[src/rtl/dma_desc_defs.svh]
// Offsets, descriptor field positions and codes of the channel engine
`ifndef DMA_DESC_DEFS_SVH
`define DMA_DESC_DEFS_SVH

`define CHAN_COUNT 5
`define LAST_CHAN 3'd4
`define LAST_FETCH 3'd7

`define REG_PTR0 8'h00
`define REG_PTR1 8'h04
`define REG_ARM 8'h08
`define REG_REQ 8'h0c
`define REG_FLAG 8'h10
`define REG_STAT 8'h14
`define ARM_ABORT_BIT 7

`define DESC_SRC 63:48
`define DESC_DST 47:32
`define DESC_VARLEN 31:29
`define DESC_LEN 28:16
`define DESC_WORD 15
`define DESC_MODE 14:13
`define DESC_REPEAT 14
`define DESC_BLOCK 13
`define DESC_TRIGGER 12:8
`define DESC_SINC 7:6
`define DESC_DINC 5:4
`define DESC_IRQ 3
`define DESC_SEVEN 2
`define DESC_PRIO 1:0

`define VARLEN_PLUS1 3'b001
`define VARLEN_EXACT 3'b010
`define VARLEN_PLUS2 3'b011
`define VARLEN_PLUS3 3'b100
`define VARLEN_WORD_BITS 12:0
`define VARLEN_BYTE_BITS 7:0
`define VARLEN_SEVEN_BITS 6:0

`define TRIGGER_SW 5'h00
`define TRIGGER_PREV 5'h01
`define PRIO_LOW 2'b00
`define PRIO_GUAR 2'b01

`define STEP_NONE 2'b00
`define STEP_ONE 2'b01
`define STEP_TWO 2'b10
`define STEP_BACK 2'b11

`endif

[src/rtl/dma_pkg.sv]
// Types shared by the descriptor engine
package dma_pkg;
    typedef logic [4:0] chan_mask_t;

    typedef enum logic [2:0] {
        st_idle = 3'b000,
        st_fetch = 3'b001,
        st_wait = 3'b011,
        st_arb = 3'b010,
        st_read = 3'b110,
        st_write = 3'b111,
        st_done = 3'b101
    } dma_state_t;

    typedef struct packed {
        dma_state_t state;
        logic ack;
        logic [31:0] rdat;
        logic [15:0] ptr0;
        logic [15:0] ptr1;
        chan_mask_t arm;
        chan_mask_t req;
        chan_mask_t flag;
        chan_mask_t prev;
        chan_mask_t irq;
        logic [2:0] chan;
        logic [2:0] idx;
        logic [63:0] desc;
        logic [15:0] src;
        logic [15:0] dst;
        logic [12:0] rem;
        logic first;
        logic lost;
        logic [15:0] data;
        logic [15:0] maddr;
        logic mrd;
        logic mwr;
        logic mword;
        logic [15:0] mwdata;
    } dma_regs_t;
endpackage : dma_pkg

[src/rtl/addr_step.sv]
// Address stepping after one element
`timescale 1ns/10ps
`include "dma_desc_defs.svh"
module addr_step (
    input wire logic [15:0] i_addr, // Current address
    input wire logic [1:0] i_code, // Step code
    input wire logic i_word, // Element is 16 bits
    output logic [15:0] o_addr // Stepped address
);
    logic [15:0] size;

    always_comb begin
        size = i_word ? 16'h0002 : 16'h0001;
        case (i_code)
            `STEP_NONE: o_addr = i_addr;
            `STEP_ONE: o_addr = i_addr + size;
            `STEP_TWO: o_addr = i_addr + {size[14:0], 1'b0};
            `STEP_BACK: o_addr = i_addr - size;
            default: o_addr = i_addr;
        endcase
    end
endmodule : addr_step

[src/rtl/dma_channel_descriptor_decode.sv]
// Five-channel descriptor fetch, decode and element mover
//
// Our own choices: the Wishbone interface to the registers and the register addresses.
`timescale 1ns/10ps
`include "dma_desc_defs.svh"
module dma_channel_descriptor_decode (
    input wire logic i_clock, // System clock
    input wire logic i_sys_rst, // Asynchronous reset, high
    input wire logic i_wb_cyc, // Wishbone cycle
    input wire logic i_wb_stb, // Wishbone strobe
    input wire logic i_wb_we, // Wishbone write
    input wire logic [7:0] i_wb_adr, // Wishbone byte address
    input wire logic [3:0] i_wb_sel, // Wishbone byte lanes
    input wire logic [31:0] i_wb_dat, // Wishbone write data
    output logic [31:0] o_wb_dat, // Wishbone read data
    output logic o_wb_ack, // Wishbone acknowledge
    output logic [15:0] o_mem_addr, // Data memory address
    output logic o_mem_rd, // Memory read request
    output logic o_mem_wr, // Memory write request
    output logic o_mem_word, // 16-bit element
    output logic [15:0] o_mem_wdata, // Memory write data
    input wire logic [15:0] i_mem_rdata, // Memory read data
    input wire logic i_mem_ack, // Memory access done
    input wire logic i_cpu_req, // CPU wants the bus
    input wire logic [31:0] i_trigger, // Peripheral trigger pulses
    output dma_pkg::chan_mask_t o_done_irq // Completion interrupt pulses
);
    import dma_pkg::*;

    dma_regs_t s;
    dma_regs_t n;
    logic acc;
    logic wr;
    logic arm_wr;
    logic go;
    logic hit;
    logic fixed;
    logic [2:0] pick;
    logic [2:0] next_chan;
    logic [15:0] base;
    logic [63:0] fd;
    logic [12:0] vraw;
    logic [13:0] tot;
    logic [12:0] cap;
    logic [12:0] rem_next;
    logic [15:0] src_step;
    logic [15:0] dst_step;

    // Round robin so a repeated channel cannot starve the others
    function automatic logic [2:0] pick_next(input chan_mask_t arm,
                                             input logic [2:0] last);
        logic [3:0] c;
        pick_next = last;
        for (int k = `CHAN_COUNT; k >= 1; k--) begin
            c = {1'b0, last} + 4'(k);
            if (c >= 4'(`CHAN_COUNT)) begin
                c = c - 4'(`CHAN_COUNT);
            end
            if (arm[c[2:0]]) begin
                pick_next = c[2:0];
            end
        end
    endfunction : pick_next

    addr_step u_src_step (
        .i_addr(s.src),
        .i_code(s.desc[`DESC_SINC]),
        .i_word(s.desc[`DESC_WORD]),
        .o_addr(src_step)
    );

    addr_step u_dst_step (
        .i_addr(s.dst),
        .i_code(s.desc[`DESC_DINC]),
        .i_word(s.desc[`DESC_WORD]),
        .o_addr(dst_step)
    );

    always_comb begin
        acc = i_wb_cyc & i_wb_stb & ~s.ack;
        wr = acc & i_wb_we;
        arm_wr = wr && i_wb_adr == `REG_ARM && i_wb_sel[0];
        pick = pick_next(s.arm, s.chan);
        next_chan = (s.chan == `LAST_CHAN) ? 3'd0 : s.chan + 3'd1;
        // Channels 1-4 sit back to back behind the channel 1 pointer
        base = (pick == 3'd0) ? s.ptr0 :
            s.ptr1 + {10'h000, pick - 3'd1, 3'b000};
        fd = {s.desc[55:0], i_mem_rdata[7:0]};
        fixed = !(s.desc[`DESC_VARLEN] inside {`VARLEN_PLUS1, `VARLEN_EXACT,
            `VARLEN_PLUS2, `VARLEN_PLUS3});
        if (s.desc[`DESC_WORD]) begin
            vraw = s.data[`VARLEN_WORD_BITS];
        end else if (s.desc[`DESC_SEVEN]) begin
            vraw = {6'h00, s.data[`VARLEN_SEVEN_BITS]};
        end else begin
            vraw = {5'h00, s.data[`VARLEN_BYTE_BITS]};
        end
        case (s.desc[`DESC_VARLEN])
            `VARLEN_PLUS1: tot = {1'b0, vraw} + 14'h0001;
            `VARLEN_EXACT: tot = {1'b0, vraw};
            `VARLEN_PLUS2: tot = {1'b0, vraw} + 14'h0002;
            `VARLEN_PLUS3: tot = {1'b0, vraw} + 14'h0003;
            default: tot = {1'b0, s.desc[`DESC_LEN]};
        endcase
        cap = (tot > {1'b0, s.desc[`DESC_LEN]}) ? s.desc[`DESC_LEN] :
            tot[12:0];
        // The length element is already moved when the length is known
        if (s.first && !fixed) begin
            rem_next = (cap == 13'h0000) ? 13'h0000 : cap - 13'h0001;
        end else begin
            rem_next = s.rem - 13'h0001;
        end
        case (s.desc[`DESC_PRIO])
            `PRIO_LOW: go = !i_cpu_req;
            `PRIO_GUAR: go = !i_cpu_req || s.lost;
            default: go = 1'b1;
        endcase
        case (s.desc[`DESC_TRIGGER])
            `TRIGGER_SW: hit = s.req[s.chan];
            `TRIGGER_PREV: hit = s.req[s.chan] || s.prev[s.chan];
            default: hit = s.req[s.chan] || i_trigger[s.desc[`DESC_TRIGGER]];
        endcase
    end

    always_comb begin
        n = s;
        n.irq = '0;
        n.ack = acc;
        n.rdat = '0;
        // Clear before the engine so a completion in the same cycle wins
        if (wr && i_wb_adr == `REG_FLAG && i_wb_sel[0]) begin
            n.flag = s.flag & ~i_wb_dat[4:0];
        end
        case (s.state)
            st_idle: begin
                if (|s.arm) begin
                    n.chan = pick;
                    n.idx = 3'd0;
                    n.maddr = base;
                    n.mrd = 1'b1;
                    n.mword = 1'b0;
                    n.state = st_fetch;
                end
            end
            st_fetch: begin
                if (i_mem_ack) begin
                    n.desc = fd;
                    if (s.idx == `LAST_FETCH) begin
                        n.mrd = 1'b0;
                        n.src = fd[`DESC_SRC];
                        n.dst = fd[`DESC_DST];
                        n.first = 1'b1;
                        n.lost = 1'b0;
                        if (fd[`DESC_VARLEN] inside {`VARLEN_PLUS1,
                                `VARLEN_EXACT, `VARLEN_PLUS2, `VARLEN_PLUS3})
                        begin
                            n.rem = 13'h0001;
                        end else begin
                            n.rem = fd[`DESC_LEN];
                        end
                        n.state = st_wait;
                    end else begin
                        n.idx = s.idx + 3'd1;
                        n.maddr = s.maddr + 16'h0001;
                    end
                end
            end
            st_wait: begin
                if (hit) begin
                    n.req[s.chan] = 1'b0;
                    n.prev[s.chan] = 1'b0;
                    n.state = (s.rem == 13'h0000) ? st_done : st_arb;
                end
            end
            st_arb: begin
                if (go) begin
                    n.lost = 1'b0;
                    n.maddr = s.src;
                    n.mrd = 1'b1;
                    n.mword = s.desc[`DESC_WORD];
                    n.state = st_read;
                end else begin
                    n.lost = 1'b1;
                end
            end
            st_read: begin
                if (i_mem_ack) begin
                    n.mrd = 1'b0;
                    n.data = s.desc[`DESC_WORD] ? i_mem_rdata :
                        {8'h00, i_mem_rdata[7:0]};
                    n.mwdata = n.data;
                    n.maddr = s.dst;
                    n.mwr = 1'b1;
                    n.state = st_write;
                end
            end
            st_write: begin
                if (i_mem_ack) begin
                    n.mwr = 1'b0;
                    n.first = 1'b0;
                    n.src = src_step;
                    n.dst = dst_step;
                    n.rem = rem_next;
                    if (rem_next == 13'h0000) begin
                        n.state = st_done;
                    end else if (s.desc[`DESC_BLOCK]) begin
                        n.state = st_arb;
                    end else begin
                        n.state = st_wait;
                    end
                end
            end
            st_done: begin
                n.flag[s.chan] = 1'b1;
                n.irq[s.chan] = s.desc[`DESC_IRQ];
                if (!s.desc[`DESC_REPEAT]) begin
                    n.arm[s.chan] = 1'b0;
                end
                n.prev[next_chan] = 1'b1;
                n.state = st_idle;
            end
            default: begin
                n.state = st_idle;
            end
        endcase
        if (wr && i_wb_adr == `REG_PTR0) begin
            if (i_wb_sel[0]) n.ptr0[7:0] = i_wb_dat[7:0];
            if (i_wb_sel[1]) n.ptr0[15:8] = i_wb_dat[15:8];
        end
        if (wr && i_wb_adr == `REG_PTR1) begin
            if (i_wb_sel[0]) n.ptr1[7:0] = i_wb_dat[7:0];
            if (i_wb_sel[1]) n.ptr1[15:8] = i_wb_dat[15:8];
        end
        if (arm_wr) begin
            if (i_wb_dat[`ARM_ABORT_BIT]) begin
                n.arm = n.arm & ~i_wb_dat[4:0];
            end else begin
                n.arm = i_wb_dat[4:0];
            end
        end
        if (wr && i_wb_adr == `REG_REQ && i_wb_sel[0]) begin
            n.req = n.req | i_wb_dat[4:0];
        end
        // Disarm stops the channel at once; a half-done element is dropped
        if (s.state != st_idle && s.state != st_done && !n.arm[s.chan]) begin
            n.state = st_idle;
            n.mrd = 1'b0;
            n.mwr = 1'b0;
        end
        if (acc && !i_wb_we) begin
            case (i_wb_adr)
                `REG_PTR0: n.rdat = {16'h0000, s.ptr0};
                `REG_PTR1: n.rdat = {16'h0000, s.ptr1};
                `REG_ARM: n.rdat = {27'h0000000, s.arm};
                `REG_REQ: n.rdat = {27'h0000000, s.req};
                `REG_FLAG: n.rdat = {27'h0000000, s.flag};
                `REG_STAT: n.rdat = {11'h000, s.rem, 1'b0, s.chan,
                                     1'b0, s.state};
                default: n.rdat = '0;
            endcase
        end
    end

    always_ff @(posedge i_clock or posedge i_sys_rst) begin
        if (i_sys_rst) begin
            s <= '0;
        end else begin
            s <= n;
        end
    end

    assign o_wb_dat = s.rdat;
    assign o_wb_ack = s.ack;
    assign o_mem_addr = s.maddr;
    assign o_mem_rd = s.mrd;
    assign o_mem_wr = s.mwr;
    assign o_mem_word = s.mword;
    assign o_mem_wdata = s.mwdata;
    assign o_done_irq = s.irq;
endmodule : dma_channel_descriptor_decode

[config.mk]
export PLATFORM = sky130hd
export DESIGN_NAME = dma_channel_descriptor_decode
export DESIGN_NICKNAME = d
export VERILOG_FILES = /design/src/rtl/dma_pkg.sv /design/src/rtl/addr_step.sv /design/src/rtl/dma_channel_descriptor_decode.sv
export VERILOG_INCLUDE_DIRS = /design/src /design/src/rtl
export SDC_FILE = /design/constraint.sdc
export NUM_CORES = 1
export LEC_CHECK = 0
export BUFFER_PORTS_ARGS = -buffer_cell sky130_fd_sc_hd__clkbuf_2
export CORE_AREA = 2 2 179 181
export CTS_BUF_LIST = sky130_fd_sc_hd__clkbuf_8 sky130_fd_sc_hd__clkbuf_16
export CTS_CLUSTER_SIZE = 12
export DETAILED_ROUTE_END_ITERATION = 10
export DIE_AREA = 0 0 181 183
export PLACE_DENSITY = 0.78
export SYNTH_ARGS = -nofsm -noshare
export SYNTH_HDL_FRONTEND = slang
export SYNTH_SLANG_ARGS = --single-unit
[constraint.sdc]
create_clock -name i_clock -period 7.6 [get_ports i_clock]
set_input_delay 1.52 -clock i_clock [delete_from_list [all_inputs] [get_ports i_clock]]
set_output_delay 1.52 -clock i_clock [all_outputs]
set_load 0.005 [all_outputs]
Yosys cells after proc, flatten, opt, wreduce, memory -nomap -nowiden
Cells that the tools add are included.
{"block": "totals", "inputBits": 99, "output_inout_bits": 73, "ff_bits": 245, "wordCells": 284}
{"block": "op_classes", "bitwise": 15, "n_lt_le_gt_ge": 16, "eq_ne": 47, "muxes": 95, "add_sub_neg": 26, "reduce_logical": 60}
{"op": "21-bit one-hot mux with 6 select lines", "count": 1}
{"op": "114-bit two-way mux", "count": 1}
{"op": "16-bit one-hot mux with 3 select lines", "count": 2}
{"op": "46-bit one-hot mux with 2 select lines", "count": 1}
{"op": "3-bit two-way mux", "count": 23}
{"op": "17-bit one-hot mux with 4 select lines", "count": 1}
{"op": "13-bit two-way mux", "count": 5}
{"op": "16-bit adder", "count": 4}
{"op": "14-bit one-hot mux with 4 select lines", "count": 1}
{"op": "5-bit two-way mux", "count": 11}
{"op": "17-bit two-way mux", "count": 3}
{"op": "16-bit two-way mux", "count": 3}
{"op": "47-bit two-way mux", "count": 1}
{"op": "46-bit two-way mux", "count": 1}
{"op": "13-bit logical NOT", "count": 3}
{"op": "16-bit subtractor", "count": 2}
{"op": "5-bit bitwise AND", "count": 6}
{"op": "13-bit by 2-bit adder with 14-bit output (second input constant)", "count": 2}
{"op": "3-bit by 4-bit < comparator with 1-bit output (second input constant)", "count": 7}
{"op": "13-bit by 1-bit subtractor with 13-bit output (second input constant)", "count": 2}
{"op": "1-bit binary-select mux with 3-bit select", "count": 8}
{"op": "3-bit != test (second input constant)", "count": 8}
{"op": "3-bit equality test (second input constant)", "count": 7}
{"op": "21-bit two-way mux", "count": 1}
{"op": "54 further kinds", "count": 155}

Depth between registers and ports, before layout
Gate-level depths: netlist (run 1).
{"block": "depth", "depth_word": 17, "depth_mapped": 29, "ltp_nobuf": 27}

Hierarchy
From an unflattened synthesis (run 1), not the netlist that was laid out.
{"block": "hier_totals", "cells_unflattened": 1935, "area_unflattened_um2": 16723.5}
{"mod": "dma_channel_descriptor_decode", "seq_area_each_um2": 5655.4, "area_per_inst_um2": 14646.5, "cells_per_inst": 1639, "instances": 1}
{"mod": "addr_step", "seq_area_each_um2": 0.0, "area_per_inst_um2": 1038.5, "cells_per_inst": 148, "instances": 2}

Least setup slack after synthesis (run 1)
Ideal clock, no wire load.
{"block": "synth_path", "path_kind": "register to register", "startpoint": "register s (netlist bit fd[37])", "endpoint": "register s[258] (netlist bit)", "setup_slack_ps": 1263, "path_stages_with_launch": 27, "n_path_buf": 2, "t_required_ps": 7504, "setup_time_ps": 96, "arrival_ps": 6242, "cell_sequence": "dfrtp_1 buf_6 nor3b_4 inv_4 fa_1 o41ai_1 o2111a_1 a21oi_1 a221o_1 ha_1 nand3_1 nor4_2 nor3_1 a41o_1 nor2_1 buf_2 a21oi_1 ha_1 nor2b_2 or3_1 a211o_1 a31o_1 a2bb2oi_1 a211oi_2 a21oi_1 or3_4 a311oi_2"}
{"block": "synth_between", "elab_chain_len": 12, "word_cells_on_any_way": 18, "classes_between": "add/sub: 1; order compare: 1; eq/ne: 4; mux: 8; reduce/logical: 4"}
{"element": "start, declared", "line": "dma_channel_descriptor_decode.sv:30", "source": "dma_regs_t s;"}
{"element": "start signal, assigned", "line": "dma_channel_descriptor_decode.sv:268", "source": "s <= n;"}
{"element": "3-bit equality test, or another cell as far along", "line": "dma_channel_descriptor_decode.sv:89, dma_channel_descriptor_decode.sv:98"}
{"element": "14-bit one-hot mux with 4 select lines", "line": "dma_channel_descriptor_decode.sv:98", "source": "case (s.desc[`DESC_VARLEN])"}
{"element": "14-bit by 13-bit greater-than comparator with 1-bit output", "line": "dma_channel_descriptor_decode.sv:105", "source": "cap = (tot > {1'b0, s.desc[`DESC_LEN]}) ? s.desc[`DESC_LEN] :"}
{"element": "13-bit two-way mux", "line": "dma_channel_descriptor_decode.sv:105"}
{"element": "13-bit by 1-bit subtractor with 13-bit output / 13-bit logical NOT (equally long branches)", "line": "dma_channel_descriptor_decode.sv:109", "source": "rem_next = (cap == 13'h0000) ? 13'h0000 : cap - 13'h0001;"}
{"element": "13-bit two-way mux", "line": "dma_channel_descriptor_decode.sv:109"}
{"element": "13-bit two-way mux *", "line": "dma_channel_descriptor_decode.sv:108", "source": "if (s.first && !fixed) begin"}
{"element": "13-bit logical NOT *", "line": "dma_channel_descriptor_decode.sv:204", "source": "if (rem_next == 13'h0000) begin"}
{"element": "3-bit two-way mux *", "line": "dma_channel_descriptor_decode.sv:204"}
{"element": "3-bit two-way mux *", "line": "dma_channel_descriptor_decode.sv:198", "source": "if (i_mem_ack) begin"}
{"element": "3-bit one-hot mux with 6 select lines *", "line": "dma_channel_descriptor_decode.sv:134", "source": "case (s.state)"}
{"element": "3-bit two-way mux *", "line": "dma_channel_descriptor_decode.sv:245", "source": "if (s.state != st_idle && s.state != st_done && !n.arm[s.chan]) begin"}
Mark *: on every way between the ends. The rest lies on a longest branch, timed or not. The select of a mux whose other input is x is not followed.
A chain may end at the register's enable or synchronous reset.

Worst setup path in the final report (run 1)
Ends and elaborated chain as after synthesis.

==> impl_metrics.env, run 1 <==
export IMPL_n_antenna_cell=0
export IMPL_min_path_type="reg2reg"
export IMPL_synth_top_family_by_area="compound AO/OA/AOI/OAI gates"
export IMPL_post_cts_buffers=0
export IMPL_cts_made_buffers=25
export IMPL_clock_root_buffer="clkbuf_16"
export IMPL_cts_buffer_depth=3
export IMPL_ioPinCount=172
export IMPL_min_period_ns=6.718
export IMPL_gr_total_overflow=0
export IMPL_p_leak_nw=8.277
export IMPL_start_util_pct=54.54
export IMPL_drt_wl_total_um=46960
export IMPL_cts_resized=0
export IMPL_antenna_found_initial=1
export IMPL_relSlewSlack_pct=31.15
export IMPL_power_density_nw_per_um2=151.3
export IMPL_ys_warn_count=0
export IMPL_avgSynthCellArea_um2=8.821
export IMPL_yosysMostFrequentCell="dfrtp_1"
export IMPL_synth_edff_count=0
export IMPL_design_core_area_um2=31230
export IMPL_hold_ws_ns=0.4889
export IMPL_drv_slew=0
export IMPL_async_flop_share_pct=100.0
export IMPL_top_layer="met5"
export IMPL_drive_gt1_share_pct=18.58
export IMPL_wl_per_cell_um=19.75
export IMPL_grt_usage_pct=28.26
export IMPL_worst_pin_slew_ns=1.033
export IMPL_first_pass_iters=6
export IMPL_wl_met3_um=3069
export IMPL_synth_top_cell_by_area="dfrtp_1"
export IMPL_yosys_top_cells_count="dfrtp_1 (226), nand2_1 (217), nor2_1 (157)"
export IMPL_wl_met2_um=21920
export IMPL_drcViolationCount=0
export IMPL_m1WireLength_um=20400
export IMPL_peakVddDrop_mv=0.1575
export IMPL_grt_pass1_vias=14210
export IMPL_power_mw=2.758
export IMPL_clock_skew_ns=0.008337
export IMPL_final_hold_viol_count=0
export IMPL_cts_num_sinks=226
export IMPL_final_setup_worst_slack_ns=0.8817
export IMPL_synth_adder_area_share_pct=6.038
export IMPL_drtIter0Drc=1354
export IMPL_viasPerCell=6.283
export IMPL_setup_tns_ns=0
export IMPL_drtAntennaViolNets=0
export IMPL_die_h_um=183
export IMPL_route_vias_total=14940
export IMPL_synthMuxAreaShare_pct=10.06
export IMPL_grt_max_degree=180
export IMPL_yosys_area_share_xor_xnor_pct=5.186
export IMPL_hold_buffers=0
export IMPL_area_delta_synth_final_pct=7.052
export IMPL_ys_ff_latch=226
export IMPL_worstSetupEndpointType="flip-flop"
export IMPL_ys_seq_area_share_pct=33.20
export IMPL_arrival_ns=7.16
export IMPL_cts_tree="built"
export IMPL_synth_compound_area_share_pct=20.01
export IMPL_cts_htree_levels=1
export IMPL_path_max_fanout=11
export IMPL_synth_simple_gate_area_share_pct=17.56
export IMPL_crit_required_ns=8.04
export IMPL_globalplace_congestion=0.9517
export IMPL_nNetsFinal=2138
export IMPL_setup_viol=0
export IMPL_status="completed"
export IMPL_syn_instance_count=1931
export IMPL_grt_pass1_wl_um=76090
export IMPL_synth_cell_types=112
export IMPL_die_area_um2=33120
export IMPL_startpoint_type="flip-flop"
export IMPL_clk_latency_ns=0.53
export IMPL_synth_flop_cell="dfrtp_1"
export IMPL_synth_area_leaders="dfrtp_1 (33%), mux2_2 (6.5%), ha_1 (5.2%)"
export IMPL_fp_row_count=65
export IMPL_cts_reportedPaths_clkPinSlew_ns=0.06
export IMPL_die_w_um=181
export IMPL_hpwl_um=34360
export IMPL_pre_cts_ws_ns=0.9624
export IMPL_rsz0062_at_grt="no"
export IMPL_max_cap_violations=0
export IMPL_synth_top_area_share_pct=33.20
export IMPL_syn_area_um2=17030
export IMPL_crit_type="reg2reg"
export IMPL_nFillCells=2734
export IMPL_port_buffers=140
export IMPL_fin_crit_sh_pct=88.40
export IMPL_max_clock_freq_mhz=148.8
kinds of logic (layout without fill, tap and decap cells):
| family | count (synthesis) | count (layout) |
|---|---|---|
| simple gates | 624 | 624 |
| compound gates | 513 | 513 |
| buf+inv | 249 | 283 |
| flops | 226 | 226 |
| mux | 140 | 140 |
| xor+xnor | 100 | 100 |
| fa+ha+maj | 78 | 78 |
| other cells | 1 | 11 |
worst max-delay path: stages, from the launching register on:
cell	delay [ns]
dfrtp_1	0.41
nor3b_4	0.45
inv_4	0.09
fa_1	0.51
o41ai_1	0.40
o2111a_1	0.31
a21oi_1	0.08
a221o_1	0.32
ha_1	0.31
nand3_1	0.15
nor4_2	0.39
nor3_1	0.15
a41oi_4	0.32
nand2_2	0.22
a21oi_1	0.24
ha_1	0.25
nor2b_1	0.26
and2_1	0.19
xnor2_1	0.14
nand3_1	0.10
a31o_1	0.24
a2bb2oi_1	0.14
a211oi_2	0.18
a21oi_1	0.11
or3_4	0.43
a311oi_2	0.24
metal layers:
layer  vias up  track usage (%)
li1       6957                -
met1      7250            38.37
met2       623            47.05
met3       103            3.892
met4         2            9.106
met5         -                0
worst paths after layout:
path | from | cells after the start | end | slack, ns
worst max-delay path | fd[37] | 25 | s[258] | 0.88
worst min-delay path | s[176] | 2 | s[176] | 0.49
worst max register to register | fd[37] | 25 | s[258] | 0.88
worst min register to register | s[176] | 2 | s[176] | 0.49
max in group asynchronous | i_sys_rst | 4 | o_mem_rd | 5.00
min in group asynchronous | i_sys_rst | 3 | o_done_irq[2] | 1.17
stage by stage:
step                utilization, %  instance area (µm²)  instances
CTS                          58.39                18240       2377
detailed placement           55.85                17440       2336
global route                 58.39                18240       2377
floorplan                        -                17080       1941
finish                       58.39                18240       2377
global placement             55.85                17440       2336
layout by cell type (no fill, tap or decap), types with 7 or more instances in the layout:
cell / Yosys / layout
nand3_1: 45 / 44
and3_1: 31 / 30
conb_1: 1 / 11
or3_1: 17 / 17
a21o_1: 15 / 15
mux2_2: 99 / 99
xor2_1: 47 / 47
clkbuf_2: 0 / 140
a31oi_1: 32 / 32
ha_1: 71 / 71
o21bai_1: 9 / 9
a311oi_1: 10 / 10
o22ai_1: 19 / 19
nand4_1: 13 / 13
nor2_1: 157 / 157
o21ai_0: 128 / 127
clkbuf_16: 0 / 25
nand2b_1: 16 / 16
nor3_1: 36 / 36
a22oi_1: 21 / 21
a221oi_1: 7 / 7
buf_4: 70 / 24
nor2b_1: 19 / 19
nand2_1: 217 / 217
a22o_1: 10 / 10
dfrtp_1: 226 / 226
inv_1: 73 / 76
a211oi_1: 33 / 33
o31ai_1: 14 / 12
xnor2_1: 52 / 52
nor4_1: 8 / 7
mux4_2: 15 / 15
and2_1: 15 / 15
o211ai_1: 15 / 15
a21oi_1: 120 / 120
fa_1: 7 / 7
mux2i_1: 26 / 26
where the power goes:
group	total (mW)	internal (mW)	leakage (nW)	switching [mW]
registers	1.30	1.24	2.95	0.0621
logic	0.271	0.111	4.91	0.160
clock network	1.19	0.700	0.411	0.486
state kept, by name, indices dropped and copies added (netlist names):
register / count
fd: 56
o_done_irq: 5
o_mem_addr: 16
o_mem_rd: 1
o_mem_wdata: 16
o_mem_word: 1
o_mem_wr: 1
o_wb_ack: 1
o_wb_dat: 21
s: 108
final cells by class:
type,instances,area (µm²),share of cell area [%]
clock inverters,12,112.6,0.6175
flip-flops and latches,226,5655,31.01
inverters,77,295.3,1.619
multi-input cells,1466,10090,55.32
clock buffers,29,680.7,3.733
repair buffers,165,900.9,4.940
well taps,402,503.0,2.758
(Power assumes the default switching activity.)
==> run 2: changes to the inputs <==
--- a/config.mk
+++ b/config.mk
@@ -6,13 +6,14 @@
 export SDC_FILE = /design/constraint.sdc
 export NUM_CORES = 1
 export LEC_CHECK = 0
+export ABC_AREA = 1
 export BUFFER_PORTS_ARGS = -buffer_cell sky130_fd_sc_hd__clkbuf_2
-export CORE_AREA = 2 2 179 181
+export CORE_AREA = 2 2 178 180
 export CTS_BUF_LIST = sky130_fd_sc_hd__clkbuf_8 sky130_fd_sc_hd__clkbuf_16
 export CTS_CLUSTER_SIZE = 12
 export DETAILED_ROUTE_END_ITERATION = 10
-export DIE_AREA = 0 0 181 183
-export PLACE_DENSITY = 0.78
+export DIE_AREA = 0 0 180 182
+export PLACE_DENSITY = 0.77
 export SYNTH_ARGS = -nofsm -noshare
 export SYNTH_HDL_FRONTEND = slang
 export SYNTH_SLANG_ARGS = --single-unit
==> run 2 against run 1 <==
Net effect: clock skew increased by 0.016 ns; via count increased by 13%; synthesized cell count increased by 25%; worst setup slack improved by 0.67 ns; die area decreased by 1.1%; clock power increased by 5%; cell count increased by 21%; global-route usage increased by 2.2 points; largest cell class unchanged.
==> impl_metrics.env, run 2 <==
export IMPL_multi_input_area_um2=9040
export IMPL_area_delta_synth_final_pct=8.283
export IMPL_cpMaxStageDelayCell="dfrtp_1"
export IMPL_final_hold_viol_count=0
export IMPL_clkPwrFrac_pct=14.1
export IMPL_startpoint_type="flip-flop"
export IMPL_first_pass_iters=6
export IMPL_fp_row_count=65
export IMPL_drt_wl_total_um=50610
export IMPL_wl_per_cell_um=17.54
export IMPL_min_period_ns=6.052
export IMPL_whs_endpoint="o_mem_wdata[14]"
export IMPL_drv_slew=0
export IMPL_avgSynthCellArea_um2=6.930
export IMPL_ys_ff_latch=226
export IMPL_async_flop_share_pct=100.0
export IMPL_min_path_type="reg2reg"
export IMPL_clk_latency_ns=0.55
export IMPL_post_cts_buffers=0
export IMPL_r2r_cells=34
export IMPL_fin_crit_sh_pct=79.63
export IMPL_hold_start="o_mem_wdata[14]"
export IMPL_die_h_um=182
export IMPL_reg2reg_slack_ns=1.55
export IMPL_cts_buffer_depth=3
export IMPL_syn_instance_count=2413
export IMPL_cts_resized=0
export IMPL_p_comb_share_pct=65.9
export IMPL_synth_top_cell_by_area="dfrtp_1"
export IMPL_viasPerCell=5.864
export IMPL_seq_power_share_pct=20.0
export IMPL_worstSetupEndpointType="flip-flop"
export IMPL_power_density_nw_per_um2=487.4
export IMPL_pre_cts_ws_ns=1.750
export IMPL_synth_flop_cell="dfrtp_1"
export IMPL_crit_required_ns=8.01
export IMPL_final_cell_mix="nand2_1 (555), inv_1 (312), o21ai_0 (253)"
export IMPL_final_setup_worst_slack_ns=1.548
export IMPL_drtAntennaViolNets=0
export IMPL_drive_gt1_share_pct=10.19
export IMPL_synth_cell_types=59
export IMPL_clock_skew_ns=0.02426
export IMPL_seq_area_um2=5655
export IMPL_globalplace_congestion=0.9503
export IMPL_synth_area_leaders="dfrtp_1 (34%), nand2_1 (12%), o21ai_0 (7.6%)"
export IMPL_arrival_ns=6.46
export IMPL_critical_path_top_cell_by_count="nand2_1"
export IMPL_peakVddDrop_mv=0.3578
export IMPL_cts_num_sinks=226
export IMPL_r2r_end="o_mem_addr[14]"
export IMPL_max_clock_freq_mhz=165.2
export IMPL_yosys_top_cells_count="nand2_1 (555), inv_1 (307), o21ai_0 (253)"
export IMPL_setup_tns_ns=0
export IMPL_timing_rr_start="s[166]"
export IMPL_antenna_found_initial=0
export IMPL_status="completed"
export IMPL_drtIter0Drc=1742
export IMPL_drcViolationCount=0
export IMPL_p_leak_nw=8.927
export IMPL_crit_buf_inv=4
export IMPL_route_vias_total=16920
export IMPL_max_cap_violations=0
export IMPL_ys_warn_count=0
export IMPL_grt_pass1_vias=15870
export IMPL_nNetsFinal=2642
export IMPL_path_max_fanout=13
export IMPL_port_buffers=142
export IMPL_cts_htree_levels=1
export IMPL_hpwl_um=37370
export IMPL_rsz0062_at_grt="no"
export IMPL_synth_top_area_share_pct=33.82
export IMPL_syn_area_um2=16720
export IMPL_postPlaceCellArea_um2=17260
export IMPL_die_w_um=180
export IMPL_final_common_cell="nand2_1"
export IMPL_clock_root_buffer="clkbuf_16"
export IMPL_n_antenna_cell=0
export IMPL_max_stage_delay_ns=0.72
export IMPL_synth_edff_count=0
export IMPL_grt_max_degree=180
export IMPL_cts_reportedPaths_clkPinSlew_ns=0.06
export IMPL_ioPinCount=172
export IMPL_min_path_cells=2
export IMPL_grt_usage_pct=30.48
export IMPL_switching_power_mw=4.798
export IMPL_postLayoutCellArea_um2=18110
export IMPL_nFillCells=2915
export IMPL_hold_buffers=0
export IMPL_crit_type="reg2reg"
export IMPL_setup_viol=0
export IMPL_grt_pass1_wl_um=81990
export IMPL_path_delay_family="simple AND/OR/NAND/NOR gates"
export IMPL_design_core_area_um2=30990
export IMPL_intPower_mw=4.028
export IMPL_regMostFlops="s"
export IMPL_yosysMostFrequentCell="nand2_1"
export IMPL_cts_made_buffers=26
export IMPL_relSlewSlack_pct=25.07
export IMPL_gr_total_overflow=0
export IMPL_largest_reg_flops=108
export IMPL_die_area_um2=32760
export IMPL_start_util_pct=53.97
export IMPL_ys_seq_area_share_pct=33.82
export IMPL_cts_tree="built"
export IMPL_swShare_pct=54.37
export IMPL_worst_pin_slew_ns=1.124
[run 2: kinds of logic (layout without fill, tap and decap cells)]
kind of cell	after synthesis	count (layout)	share of synthesized area, %
AOI/OAI and AO/OA	586	586	20.42
xor gates and xnor gates	36	36	1.886
adders and majority gates	78	78	6.150
buffers and inverters	471	532	12.42
DFF	226	226	33.82
other	1	11	0.02243
and+or+nand+nor	1015	1015	25.28
[run 2: routing by layer]
| layer | share of wire, % | track usage, % | vias to the layer above | routed length (µm) |
|---|---|---|---|---|
| met5 | 0 | 0 | - | 0 |
| met4 | 3.4 | 10.89 | 0 | 1746 |
| met3 | 7.0 | 3.209 | 106 | 3545 |
| met2 | 45 | 48.28 | 751 | 22930 |
| met1 | 44 | 43.48 | 8028 | 22390 |
| li1 | - | - | 8039 | - |
[run 2: cell type report]
class	instances	share of cell area, %
multi-input cells	1726	49.92
clock buffers	32	4.049
well taps	402	2.778
repair buffers	155	4.533
flip-flops and latches	226	31.23
inverters	330	6.862
clock inverters	15	0.6219
[run 2: how the worst max path moves through the flow]
stage	to	start	cells past startpoint	slack, ns
after floorplan	o_mem_addr[15]	s[165]	32	2.53
after global placement	o_mem_addr[15]	s[166]	34	1.83
after detailed placement	o_mem_addr[14]	s[166]	34	1.75
after CTS	o_mem_addr[15]	s[166]	34	1.70
after global routing	o_mem_addr[14]	s[166]	34	0.89
final	o_mem_addr[14]	s[166]	34	1.55
[run 2: metrics by stage]
stage,hold slack [ns],util [%],power [mW],std cells
after detailed placement,0.4655,55.71,7.395,2839
after floorplan,0.4422,-,6.132,2423
after global routing,0.5076,58.44,9.653,2886
after global placement,0.4557,55.71,7.272,2839
after CTS,0.4893,58.44,8.708,2886
final,0.4842,58.44,8.826,2886
[run 2: power by group through the flow]
stage	registers (mW)	logic (mW)	clock network, mW
CTS	1.75	5.70	1.26
finish	1.76	5.81	1.25
floorplan	1.62	4.51	0
detailed placement	1.77	5.63	0
global route	1.79	6.55	1.31
global placement	1.76	5.51	0
[run 2: worst min-delay path: cells and delay by family (launching register included)]
family           cells  cell delay (ns)
flip-flops           1             0.35
AND/OR/NAND/NOR      2             0.10
